==> config.mk <==
export PLATFORM = sky130hd
export DESIGN_NAME = ddr_strobe_capture_path
export DESIGN_NICKNAME = d
export VERILOG_FILES = /design/src/verilog/ddr_capture_pkg.sv /design/src/verilog/strobe_group.sv /design/src/verilog/ddr_strobe_capture_path.sv
export VERILOG_INCLUDE_DIRS = /design/src /design/src/verilog
export SDC_FILE = /design/constraint.sdc
export NUM_CORES = 2
export LEC_CHECK = 0
export ABC_AREA = 1
export BUFFER_PORTS_ARGS = -buffer_cell sky130_fd_sc_hd__clkbuf_2
export CORE_MARGIN = 3
export CORE_UTILIZATION = 45
export CTS_CLUSTER_DIAMETER = 120
export DETAILED_ROUTE_END_ITERATION = 8
export GPL_TIMING_DRIVEN = 0
export MAX_ROUTING_LAYER = met4
export SETUP_SLACK_MARGIN = 0.1
export SLEW_MARGIN = 15
export SYNTH_ARGS = -nofsm -noshare
export SYNTH_HDL_FRONTEND = slang
export SYNTH_SLANG_ARGS = --single-unit
==> constraint.sdc <==
create_clock -name clock -period 7 [get_ports clock]
set_input_delay 2.1 -clock clock [delete_from_list [all_inputs] [get_ports clock]]
set_output_delay 2.1 -clock clock [all_outputs]
set_load 0.05 [all_outputs]
==> src/verilog/ddr_capture_defs.svh <==
// Purpose: Shared constants for the strobe-group DDR capture datapath
// Assumes: Core clock of 125 MHz, one strobe group per byte lane
// Notes:   Times are kept in their own unit; cycle counts derive from them
//
// Behaviour
// - The datapath serves both DDR SDRAM and FCRAM at up to 133 MHz; here writes use a fixed 32 ns half-period on the 125 MHz core clock.
// - A strobe group is one strobe, eight data lines and one mask line.
// - A strobe times capture only for the eight data lines of its group.
// - At most eight strobe groups exist in the byte-wide bus mode.
// - The strobe is delayed 90 degrees for DDR or 72 for FCRAM.
// - The delayed strobe acts as the timing reference for core capture.
// - Read data is captured by the delayed strobe of its own group.
// - Write data and output enables are timed by a shifted clock phase.
// - Captured read data is passed through registers into the core.
`ifndef DDR_CAPTURE_DEFS_SVH
`define DDR_CAPTURE_DEFS_SVH

`define DSC_GROUPS        8
`define DSC_DQ_W          8
`define DSC_CNT_W         8
`define DSC_DDR_DEG       90
`define DSC_FCRAM_DEG     72
`define DSC_FULL_DEG      360
`define DSC_CLK_MHZ       125
`define DSC_MAX_MEM_MHZ   133
`define DSC_WR_HALF_NS    32
`define DSC_WR_HALF_CYC   ((`DSC_WR_HALF_NS * `DSC_CLK_MHZ + 999) / 1000)
`define DSC_CNT_MAX       8'hff

`endif

==> src/verilog/ddr_capture_pkg.sv <==
// Purpose: Types for the strobe-group DDR capture datapath
// Assumes: Constants live in ddr_capture_defs.svh
// Notes:   Nothing is imported; users write ddr_capture_pkg::name
package ddr_capture_pkg;

    typedef enum logic {
        MEM_DDR,
        MEM_FCRAM
    } mem_kind_t;

    typedef enum logic [1:0] {
        WR_IDLE,
        WR_RISE,
        WR_FALL
    } wr_state_t;

endpackage : ddr_capture_pkg

==> src/verilog/strobe_group.sv <==
// Purpose: Read capture for one strobe group (one strobe, eight data lines)
// Assumes: Strobe and data arrive asynchronously to the core clock
// Notes:   The strobe period is measured so the phase delay tracks it
`timescale 1ns/1ps
`default_nettype none
`include "ddr_capture_defs.svh"

module strobe_group (
    input  wire logic                       clock,
    input  wire logic                       nrst,
    input  wire ddr_capture_pkg::mem_kind_t mem_kind,
    input  wire logic                       strobe_in,
    input  wire logic [`DSC_DQ_W-1:0]       dq_in,
    output logic      [2*`DSC_DQ_W-1:0]     word,
    output logic                            word_valid
);
    logic                   stb_s1_r;
    logic                   stb_s2_r;
    logic                   stb_s3_r;
    logic [`DSC_DQ_W-1:0]   dq_s1_r;
    logic [`DSC_DQ_W-1:0]   dq_s2_r;
    logic [`DSC_CNT_W-1:0]  since_r;
    logic [`DSC_CNT_W-1:0]  half_r;
    logic [`DSC_CNT_W-1:0]  dly_r;
    logic                   pend_r;
    logic                   pend_rise_r;
    logic [`DSC_DQ_W-1:0]   rise_byte_r;

    // Only this group's strobe is examined here
    wire edge_seen = stb_s2_r ^ stb_s3_r;
    wire rising    = stb_s2_r & ~stb_s3_r;
    // A quarter period is half a half-period; FCRAM wants a fifth period
    wire [`DSC_CNT_W+1:0] half_x2 = {1'b0, half_r, 1'b0};
    wire [`DSC_CNT_W-1:0] dly_ddr = half_r >> 1;
    wire [`DSC_CNT_W-1:0] dly_fc  =
        `DSC_CNT_W'(half_x2 * `DSC_FCRAM_DEG / `DSC_FULL_DEG);
    wire [`DSC_CNT_W-1:0] dly_sel =
        (mem_kind == ddr_capture_pkg::MEM_FCRAM) ? dly_fc : dly_ddr;
    // Never less than one cycle, so an edge is never sampled on itself
    wire [`DSC_CNT_W-1:0] dly_use =
        (dly_sel == '0) ? `DSC_CNT_W'(1) : dly_sel;
    wire fire = pend_r & (dly_r <= `DSC_CNT_W'(1));

    always_ff @(posedge clock) begin
        stb_s1_r <= strobe_in;
        stb_s2_r <= stb_s1_r;
        stb_s3_r <= stb_s2_r;
        dq_s1_r  <= dq_in;
        dq_s2_r  <= dq_s1_r;
    end

    // Period tracking: saturating count between edges
    always_ff @(posedge clock) begin
        if (!nrst) begin
            since_r <= '0;
            half_r  <= `DSC_CNT_W'(2);
        end else if (edge_seen) begin
            since_r <= `DSC_CNT_W'(1);
            half_r  <= since_r;
        end else if (since_r != `DSC_CNT_MAX) begin
            since_r <= since_r + `DSC_CNT_W'(1);
        end
    end

    // Each edge arms a delayed sample point
    always_ff @(posedge clock) begin
        if (!nrst) begin
            pend_r      <= 1'b0;
            pend_rise_r <= 1'b0;
            dly_r       <= '0;
        end else if (edge_seen) begin
            pend_r      <= 1'b1;
            pend_rise_r <= rising;
            dly_r       <= dly_use;
        end else if (fire) begin
            pend_r      <= 1'b0;
        end else if (pend_r) begin
            dly_r       <= dly_r - `DSC_CNT_W'(1);
        end
    end

    // Rise byte then fall byte form one word per strobe cycle
    always_ff @(posedge clock) begin
        if (!nrst) begin
            rise_byte_r <= '0;
            word        <= '0;
            word_valid  <= 1'b0;
        end else begin
            word_valid <= fire & ~pend_rise_r;
            if (fire & pend_rise_r)
                rise_byte_r <= dq_s2_r;
            if (fire & ~pend_rise_r)
                word <= {rise_byte_r, dq_s2_r};
        end
    end
endmodule : strobe_group
`default_nettype wire

==> src/verilog/ddr_strobe_capture_path.sv <==
// Purpose: DDR SDRAM / FCRAM byte-lane datapath, read capture and write out
// Assumes: Memory clock at most 133 MHz; core clock 125 MHz
// Notes:   The shifted write phase is an enable pulse from a divider
`timescale 1ns/1ps
`default_nettype none
`include "ddr_capture_defs.svh"

module ddr_strobe_capture_path (
    input  wire logic                               clock,
    input  wire logic                               nrst,
    input  wire ddr_capture_pkg::mem_kind_t         mem_kind,
    input  wire logic [`DSC_GROUPS-1:0]             strobe_in,
    input  wire logic [`DSC_GROUPS*`DSC_DQ_W-1:0]   dq_in,
    output logic      [`DSC_GROUPS*`DSC_DQ_W-1:0]   dq_out,
    output logic      [`DSC_GROUPS*`DSC_DQ_W-1:0]   dq_oe,
    output logic      [`DSC_GROUPS-1:0]             strobe_out,
    output logic      [`DSC_GROUPS-1:0]             strobe_oe,
    output logic      [`DSC_GROUPS-1:0]             mask_out,
    output logic      [2*`DSC_GROUPS*`DSC_DQ_W-1:0] rd_data,
    output logic      [`DSC_GROUPS-1:0]             rd_valid,
    input  wire logic                               wr_valid,
    input  wire logic [2*`DSC_GROUPS*`DSC_DQ_W-1:0] wr_data,
    input  wire logic [2*`DSC_GROUPS-1:0]           wr_mask,
    output logic                                    wr_ready
);
    localparam int GW = 2 * `DSC_DQ_W;
    localparam int HALF_CYC = (`DSC_WR_HALF_CYC < 1) ? 1 : `DSC_WR_HALF_CYC;

    logic [GW*`DSC_GROUPS-1:0]   cap_word;
    logic [`DSC_GROUPS-1:0]      cap_valid;
    logic [GW*`DSC_GROUPS-1:0]   wr_hold_r;
    logic [2*`DSC_GROUPS-1:0]    mask_hold_r;
    logic [7:0]                  div_r;
    logic                        phase_en_r;
    ddr_capture_pkg::wr_state_t  wr_st_r;
    ddr_capture_pkg::wr_state_t  wr_st_nxt;

    // One capture unit per byte lane, eight at most
    genvar g;
    generate
        for (g = 0; g < `DSC_GROUPS; g = g + 1) begin : lane
            strobe_group u_grp (
                .clock      (clock),
                .nrst       (nrst),
                .mem_kind   (mem_kind),
                .strobe_in  (strobe_in[g]),
                .dq_in      (dq_in[g*`DSC_DQ_W +: `DSC_DQ_W]),
                .word       (cap_word[g*GW +: GW]),
                .word_valid (cap_valid[g])
            );
        end
    endgenerate

    // Extra register stage moves captures fully into core timing
    always_ff @(posedge clock) begin
        if (!nrst) begin
            rd_data  <= '0;
            rd_valid <= '0;
        end else begin
            rd_valid <= cap_valid;
            for (int i = 0; i < `DSC_GROUPS; i++) begin
                if (cap_valid[i])
                    rd_data[i*GW +: GW] <= cap_word[i*GW +: GW];
            end
        end
    end

    // Shifted write phase: a half-period of a memory clock at or below
    // the 133 MHz limit, as enable pulses on the core clock
    always_ff @(posedge clock) begin
        if (!nrst) begin
            div_r      <= '0;
            phase_en_r <= 1'b0;
        end else if (div_r == 8'(HALF_CYC - 1)) begin
            div_r      <= '0;
            phase_en_r <= 1'b1;
        end else begin
            div_r      <= div_r + 8'h01;
            phase_en_r <= 1'b0;
        end
    end

    wire take_word = phase_en_r & (wr_st_r != ddr_capture_pkg::WR_RISE)
                     & wr_valid;

    always_comb begin
        wr_st_nxt = wr_st_r;
        if (phase_en_r) begin
            unique case (wr_st_r)
                ddr_capture_pkg::WR_IDLE:
                    wr_st_nxt = wr_valid ? ddr_capture_pkg::WR_RISE
                                         : ddr_capture_pkg::WR_IDLE;
                ddr_capture_pkg::WR_RISE:
                    wr_st_nxt = ddr_capture_pkg::WR_FALL;
                ddr_capture_pkg::WR_FALL:
                    wr_st_nxt = wr_valid ? ddr_capture_pkg::WR_RISE
                                         : ddr_capture_pkg::WR_IDLE;
                default:
                    wr_st_nxt = ddr_capture_pkg::WR_IDLE;
            endcase
        end
    end

    // Per-lane rise/fall byte selection for the pins
    logic [`DSC_GROUPS*`DSC_DQ_W-1:0] rise_bytes;
    logic [`DSC_GROUPS*`DSC_DQ_W-1:0] fall_bytes;
    logic [`DSC_GROUPS-1:0]           rise_mask;
    logic [`DSC_GROUPS-1:0]           fall_mask;
    generate
        for (g = 0; g < `DSC_GROUPS; g = g + 1) begin : sel
            assign rise_bytes[g*`DSC_DQ_W +: `DSC_DQ_W] =
                wr_data[g*GW + `DSC_DQ_W +: `DSC_DQ_W];
            assign fall_bytes[g*`DSC_DQ_W +: `DSC_DQ_W] =
                wr_hold_r[g*GW +: `DSC_DQ_W];
            assign rise_mask[g] = wr_mask[2*g+1];
            assign fall_mask[g] = mask_hold_r[2*g];
        end
    endgenerate

    // Pins change only on the shifted phase, never on the read strobe
    always_ff @(posedge clock) begin
        if (!nrst) begin
            wr_st_r     <= ddr_capture_pkg::WR_IDLE;
            wr_hold_r   <= '0;
            mask_hold_r <= '0;
            dq_out      <= '0;
            dq_oe       <= '0;
            strobe_out  <= '0;
            strobe_oe   <= '0;
            mask_out    <= '0;
            wr_ready    <= 1'b0;
        end else begin
            wr_st_r  <= wr_st_nxt;
            wr_ready <= take_word;
            if (take_word) begin
                wr_hold_r   <= wr_data;
                mask_hold_r <= wr_mask;
                dq_out      <= rise_bytes;
                mask_out    <= rise_mask;
                strobe_out  <= '1;
                dq_oe       <= '1;
                strobe_oe   <= '1;
            end else if (phase_en_r &&
                         wr_st_r == ddr_capture_pkg::WR_RISE) begin
                dq_out      <= fall_bytes;
                mask_out    <= fall_mask;
                strobe_out  <= '0;
            end else if (phase_en_r) begin
                // Bus released so the memory can drive reads
                dq_oe       <= '0;
                strobe_oe   <= '0;
                strobe_out  <= '0;
            end
        end
    end
endmodule : ddr_strobe_capture_path
`default_nettype wire

* Word level (Yosys, flattened, before mapping) *
Index checks and enable logic that the tools add are counted.

operators by class
  $mul = 8
  eq/ne operators = 21
  reduce and logical (&&, ||, !) cells = 56
  div/mod/pow operators = 8
  multiplexer cells = 87
  $add $sub $neg = 17
  bitwise gates (word level) = 59
  order comparisons = 8

operators by type and width
  cell                                                                     count
  8-bit two-way mux                                                        47
  64-bit two-way mux                                                       5
  17-bit by 9-bit divider with 32-bit output, second input constant        8
  8-bit by 4-bit multiplier with 12-bit output, second input constant      8
  8-bit by 1-bit adder with 8-bit output, second input constant            9
  8-bit by 1-bit <= comparator with 1-bit output, second input constant    8
  8-bit zero test                                                          8
  8-bit inequality test, second input constant                             8
  8-bit by 1-bit subtractor with 8-bit output, second input constant       8
  2-bit nonzero test                                                       26
  1-bit AND                                                                34
  1-bit two-way mux                                                        34
  2-bit OR reduction                                                       10
  2-bit by 1-bit inequality test with 1-bit output, second input constant  9
  2-bit AND reduction                                                      9
  1-bit NOT                                                                17
  8-bit by 2-bit == test with 1-bit output, second input constant          1
  1-bit XOR                                                                8
  2-bit one-hot mux with 2 select lines                                    1
  3-bit nonzero test                                                       1
  2-bit by 1-bit == test with 1-bit output, second input constant          1
  2-bit == test, second input constant                                     1
  2-bit zero test                                                          1
  2-bit inequality test, second input constant                             1
  1-bit logical AND                                                        1

word-level totals
  word-level logic and storage cells = 396
  register bits = 995

* Longest topological paths before layout *
  depth after elaboration = 6
  mapped depth = 62
  gate-level depth less buffers = 62

* Modules after synthesis *
From an unflattened synthesis, not the netlist that was laid out.

unflattened totals
  cell total of the unflattened synthesis = 6,867
  area total of the unflattened synthesis = 48,271.3 um^2

modules (own cells, without submodules)
  module                   instances  area an instance (um^2)  cells each
  strobe_group             8          4,594.4                  665
  ddr_strobe_capture_path  1          11,516.0                 1,547

* Worst setup path after synthesis *
OpenSTA, ideal clock, no wires.

  path kind = reg-to-reg
  start = reg lane[0].u_grp.half_r[1]
  end = reg lane[0].u_grp.dly_r[0]
  data arrival time = 6,119 ps
  clock period less this slack = 6,232 ps
  stages on the path, launching flop included = 54
  required time = 6,886 ps
  path buffers = 0
  slack = 768 ps
  path through = dfxtp_1 > ha_1 > ha_1 > fa_1 > nand3_1 > nand3_1 > nand2_1 > nand2_1 > nand2_1 > nand2_1 > nand2_1 > inv_1 > o21ai_0 > ha_1 > o2111ai_1 > nand2_1 > clkinv_2 > nand3_4 > (+18 left out) > nand2_4 > nand2_1 > nand2_1 > inv_1 > ha_1 > nand3_1 > nor2_4 > nand2_2 > nand3_4 > nand2_1 > nand2_1 > nand2_1 > nor2_1 > nand3_1 > nand2_1 > nand2_1 > nand2_1 > a21oi_2

on the way
  word-level cells in the longest chain between the ends = 6

ends and longest elaborated chain
  element                                                        RTL line            text
  start, declared                                                strobe_group.sv:23  logic [`DSC_CNT_W-1:0] half_r;
  start signal, assigned                                         strobe_group.sv:56  half_r <= `DSC_CNT_W'(2);
  start signal, assigned                                         strobe_group.sv:59  half_r <= since_r;
  8-bit by 4-bit multiplier with 12-bit output (no source line)  n/a
  17-bit by 9-bit divider with 32-bit output (no source line)    n/a
  8-bit two-way mux (*)                                          strobe_group.sv:38  (mem_kind == ddr_capture_pkg::MEM_FCRAM) ? dly_fc : dly_ddr;
  8-bit zero test                                                strobe_group.sv:41  (dly_sel == '0) ? `DSC_CNT_W'(1) : dly_sel;
  8-bit two-way mux (*)                                          strobe_group.sv:41
  8-bit two-way mux (*)                                          strobe_group.sv:71  end else if (edge_seen) begin
  end signal, assigned                                           strobe_group.sv:74  dly_r <= dly_use;
  end signal, assigned                                           strobe_group.sv:78  dly_r <= dly_r - `DSC_CNT_W'(1);
  end, declared                                                  strobe_group.sv:24  logic [`DSC_CNT_W-1:0] dly_r;

Every way passes the cells marked *; elsewhere a longest branch is shown, timed or not.
A chain may end at the register's enable or synchronous reset.

* Worst setup path after layout *
  start = reg lane[0].u_grp.half_r[5]
  end = reg lane[0].u_grp.dly_r[0]

The elaborated chain is that of the path after synthesis.

==> flow_metrics.py <==
metrics = {
    "run_status": {
        "outcome": "completed",
    },
    "sta": {
        "hold_viol": 0,
        "slew_headroom": 0.168,
        "finalSetupViolations": 0,
        "fin_skew_ps": 30.2,
        "worst_slack_ps": 340,
        "rsz0062_at_grt": "true",
        "min_period_ps": 6660,
        "max_freq_mhz": 150,
        "slew_viol_final": 0,
        "fin_crit_sh": 0.951,
        "max_slew.worst_pin.slew_ps": 1250,
    },
    "floorplan": {
        "coreArea_sq_um": 102000,
        "start_util": 0.455,
        "dieArea_sq_um": 107000,
        "ios": 509,
        "die_width_um": 327,
        "die_h_um": 327,
        "rows": 117,
    },
    "clock_tree": {
        "cts.path.max_buffers": 3,
        "path_clk_slew_ps": 70,
        "cts.sinks": 854,
        "h-tree-depth": 3,
        "cts_buffers": 91,
        "root_buffer": "clkbuf_16",
        "worstSkewPairLatency_ps": 670,
        "tritoncts": "yes",
    },
    "detailed_routing": {
        "vias": 46400,
        "drt_iter0_markers": 3405,
        "viasPerCell": 5.20,
        "drc": 0,
        "routed_wl_um": 153000,
        "wl_per_cell_um": 17.2,
        "drtAntennaViolNets": 0,
        "firstDrtPassIters": 6,
    },
    "logic_synthesis": {
        "synth-seq-area-share": 0.368,
        "synth-edff-count": 0,
        "yosysMostFrequentCell": "nand2_1",
        "yosysTopAreaCell": "dfxtp_1",
        "synth_top_area_frac": 0.368,
        "avgSynthCellArea_sq_um": 7.01,
        "syn-instance-count": 6629,
        "yosys_most_used_dff": "dfxtp_1",
        "async_reset_ff_frac": 0,
        "ys_ff_latch": 854,
        "ys_top_cells_by_count": "nand2_1, dfxtp_1, inv_1, nand3_1, nor2_1",
        "synthDistinctLibCells": 72,
        "ys_warn_count": 0,
        "yosys-top-cells-area": "dfxtp_1, nand2_1, nand3_1",
        "syn_nets": 6994,
        "syn_area_sq_um": 46500,
    },
    "power": {
        "p_leak_nw": 27.6,
        "irDropWorstVdd_mv": 0.325,
        "power_density_nw_per_um2": 414,
    },
    "grt": {
        "grt_start_max_net_pins": 38,
        "overflow": 0,
        "grt_pass1_wl_um": 231000,
        "grt_antenna_before_repair": 15,
        "grtUsageTotal": 0.274,
        "first_global_vias": 41700,
    },
    "setup_path": {
        "cpMostUsedCell": "nand2_1",
        "crit_required_ps": 7550,
        "slowest_stage": "fa_2",
        "crit_path_end_kind": "flip-flop",
        "r2r_slack_ps": 340,
        "worstSetupPathType": "flip-flop to flip-flop",
        "cp_slowest_stage_delay_ps": 420,
        "crit_path_max_fanout": 7,
        "start_kind": "flip-flop",
        "arrival_ps": 7210,
    },
    "cells_and_area": {
        "syn2layout_area_growth_pct": 27.0,
        "finalNonFillerCells": 8932,
        "final_nets": 7855,
        "layout-drive-gt1-share": 0.262,
    },
    "placed_design": {
        "place_congestion": 0.910,
        "io_buffers": 508,
        "dp_cells": 8512,
        "dp_slack_ps": -584,
        "detailed_place_hpwl_um": 113000,
    },
    "worst_hold_path": {
        "hold_class": "flip-flop to flip-flop",
    },
    "flow_run": {
        "max_cap_violations": 0,
    },
}
## report_power, final
| part | internal [mW] | switching (mW) | total (mW) |
|---|---|---|---|
| combinational | 5.16 | 8.88 | 14.0 |
| clock | 2.90 | 2.07 | 4.97 |
| sequential | 5.17 | 0.235 | 5.41 |
| total | 13.2 | 11.2 | 24.4 |
## sequential cells by signal (all words and copies together), names as in the netlist, 64 cells and up
register                count
lane.u_grp.dly_r           64
wr_hold_r                  64
lane.u_grp.half_r          64
lane.u_grp.rise_byte_r     64
lane.u_grp.word           128
dq_out                     64
lane.u_grp.since_r         64
lane.u_grp.dq_s2_r         64
lane.u_grp.dq_s1_r         64
rd_data                   128
## per-stage QoR
step | utilization | hold slack, ps | power [mW] | instance area (sq um) | TNS (ps)
finish | 0.578 | 318 | 24.4 | 59100 | 0
global route | 0.578 | 323 | 26.4 | 59100 | -374
CTS | 0.534 | 314 | 21.7 | 54500 | 0
detailed placement | 0.498 | 312 | 16.5 | 50900 | -2310
global placement | 0.497 | 311 | 16.4 | 50700 | -1610
floorplan | - | 310 | 14.4 | 46500 | 0
## cell type report
class | count | area [sq um]
clock inverter | 41 | 514
buffer | 293 | 1590
timing repair buffer | 761 | 4590
inverter | 726 | 2770
clock buffer | 121 | 2550
multi-input combinational | 4763 | 28100
tap | 1368 | 1710
sequential | 854 | 17200
antenna | 5 | 12.5
fill | 9823 | 43100
## worst paths after layout
kind	start	endpoint	cells after the start
setup / recovery	lane[0].u_grp.half_r[5]$_SDFFE_PN0N_	lane[0].u_grp.dly_r[0]$_SDFFE_PN0P_	54
hold / removal	lane[2].u_grp.dq_s1_r[0]$_DFF_P_	lane[2].u_grp.dq_s2_r[0]$_DFF_P_	0
setup reg to reg	lane[0].u_grp.half_r[5]$_SDFFE_PN0N_	lane[0].u_grp.dly_r[0]$_SDFFE_PN0P_	54
hold reg to reg	lane[2].u_grp.dq_s1_r[0]$_DFF_P_	lane[2].u_grp.dq_s2_r[0]$_DFF_P_	0
## kinds of logic after synthesis
logic type	synth area share
AND/OR/NAND/NOR	0.335
AO/OA/AOI/OAI	0.141
buffers and inverters	0.0924
flip-flops	0.368
adder cells (fa/ha/maj)	0.0403
XOR/XNOR	0.0229
multiplexers	0.000646
## layer usage
layer	part of all wire	global-route usage	routed length, um	up-vias
met5	0	-	0	-
met3	0.053	0.0392	8080	173
met4	0.023	0.0683	3530	0
met1	0.44	0.356	68100	21700
li1	-	-	-	23500
met2	0.48	0.450	73800	1140
## layout by cell type, fill, tap and decap left out, types with 16 or more instances in the layout
cell type and n:
nand2_1 1404, o21ai_0 449, nand3_4 75, clkinv_2 20, nand2_4 116, xor2_2 16
nand3b_1 21, o211ai_1 95, clkbuf_1 183, buf_4 315, nor2_2 53, nand4_1 107
dfxtp_2 25, dfxtp_4 17, nand3_1 541, ha_4 17, a211oi_1 24, nor2_4 108
xnor2_1 16, xor2_1 72, o21ai_1 36, ha_2 19, inv_1 636, nand2_2 258
inv_2 65, dfxtp_1 812, nor3_1 59, clkbuf_8 31, clkbuf_16 91, nand3_2 68
inv_4 17, a31oi_1 37, a21oi_1 427, clkbuf_2 516, nor2_1 466, ha_1 101
## critical path, delay by kind of cell, from the launching register on
family                   cells  cell delay [ps]
AND/OR/NAND/NOR             40             3980
adder cells (fa/ha/maj)      3              990
buffers and inverters        7              680
flip-flops                   1              410
AO/OA/AOI/OAI                3              320
XOR/XNOR                     1              170
## what timing repair did
action,4_1_cts,5_1_grt
gates cloned,1,6
pin swaps,38,336
hold buffers,0,0
endpoints found under the setup margin,15,16
buffers inserted,30,216
resized for setup,74,722
(Power assumes the default switching activity.)
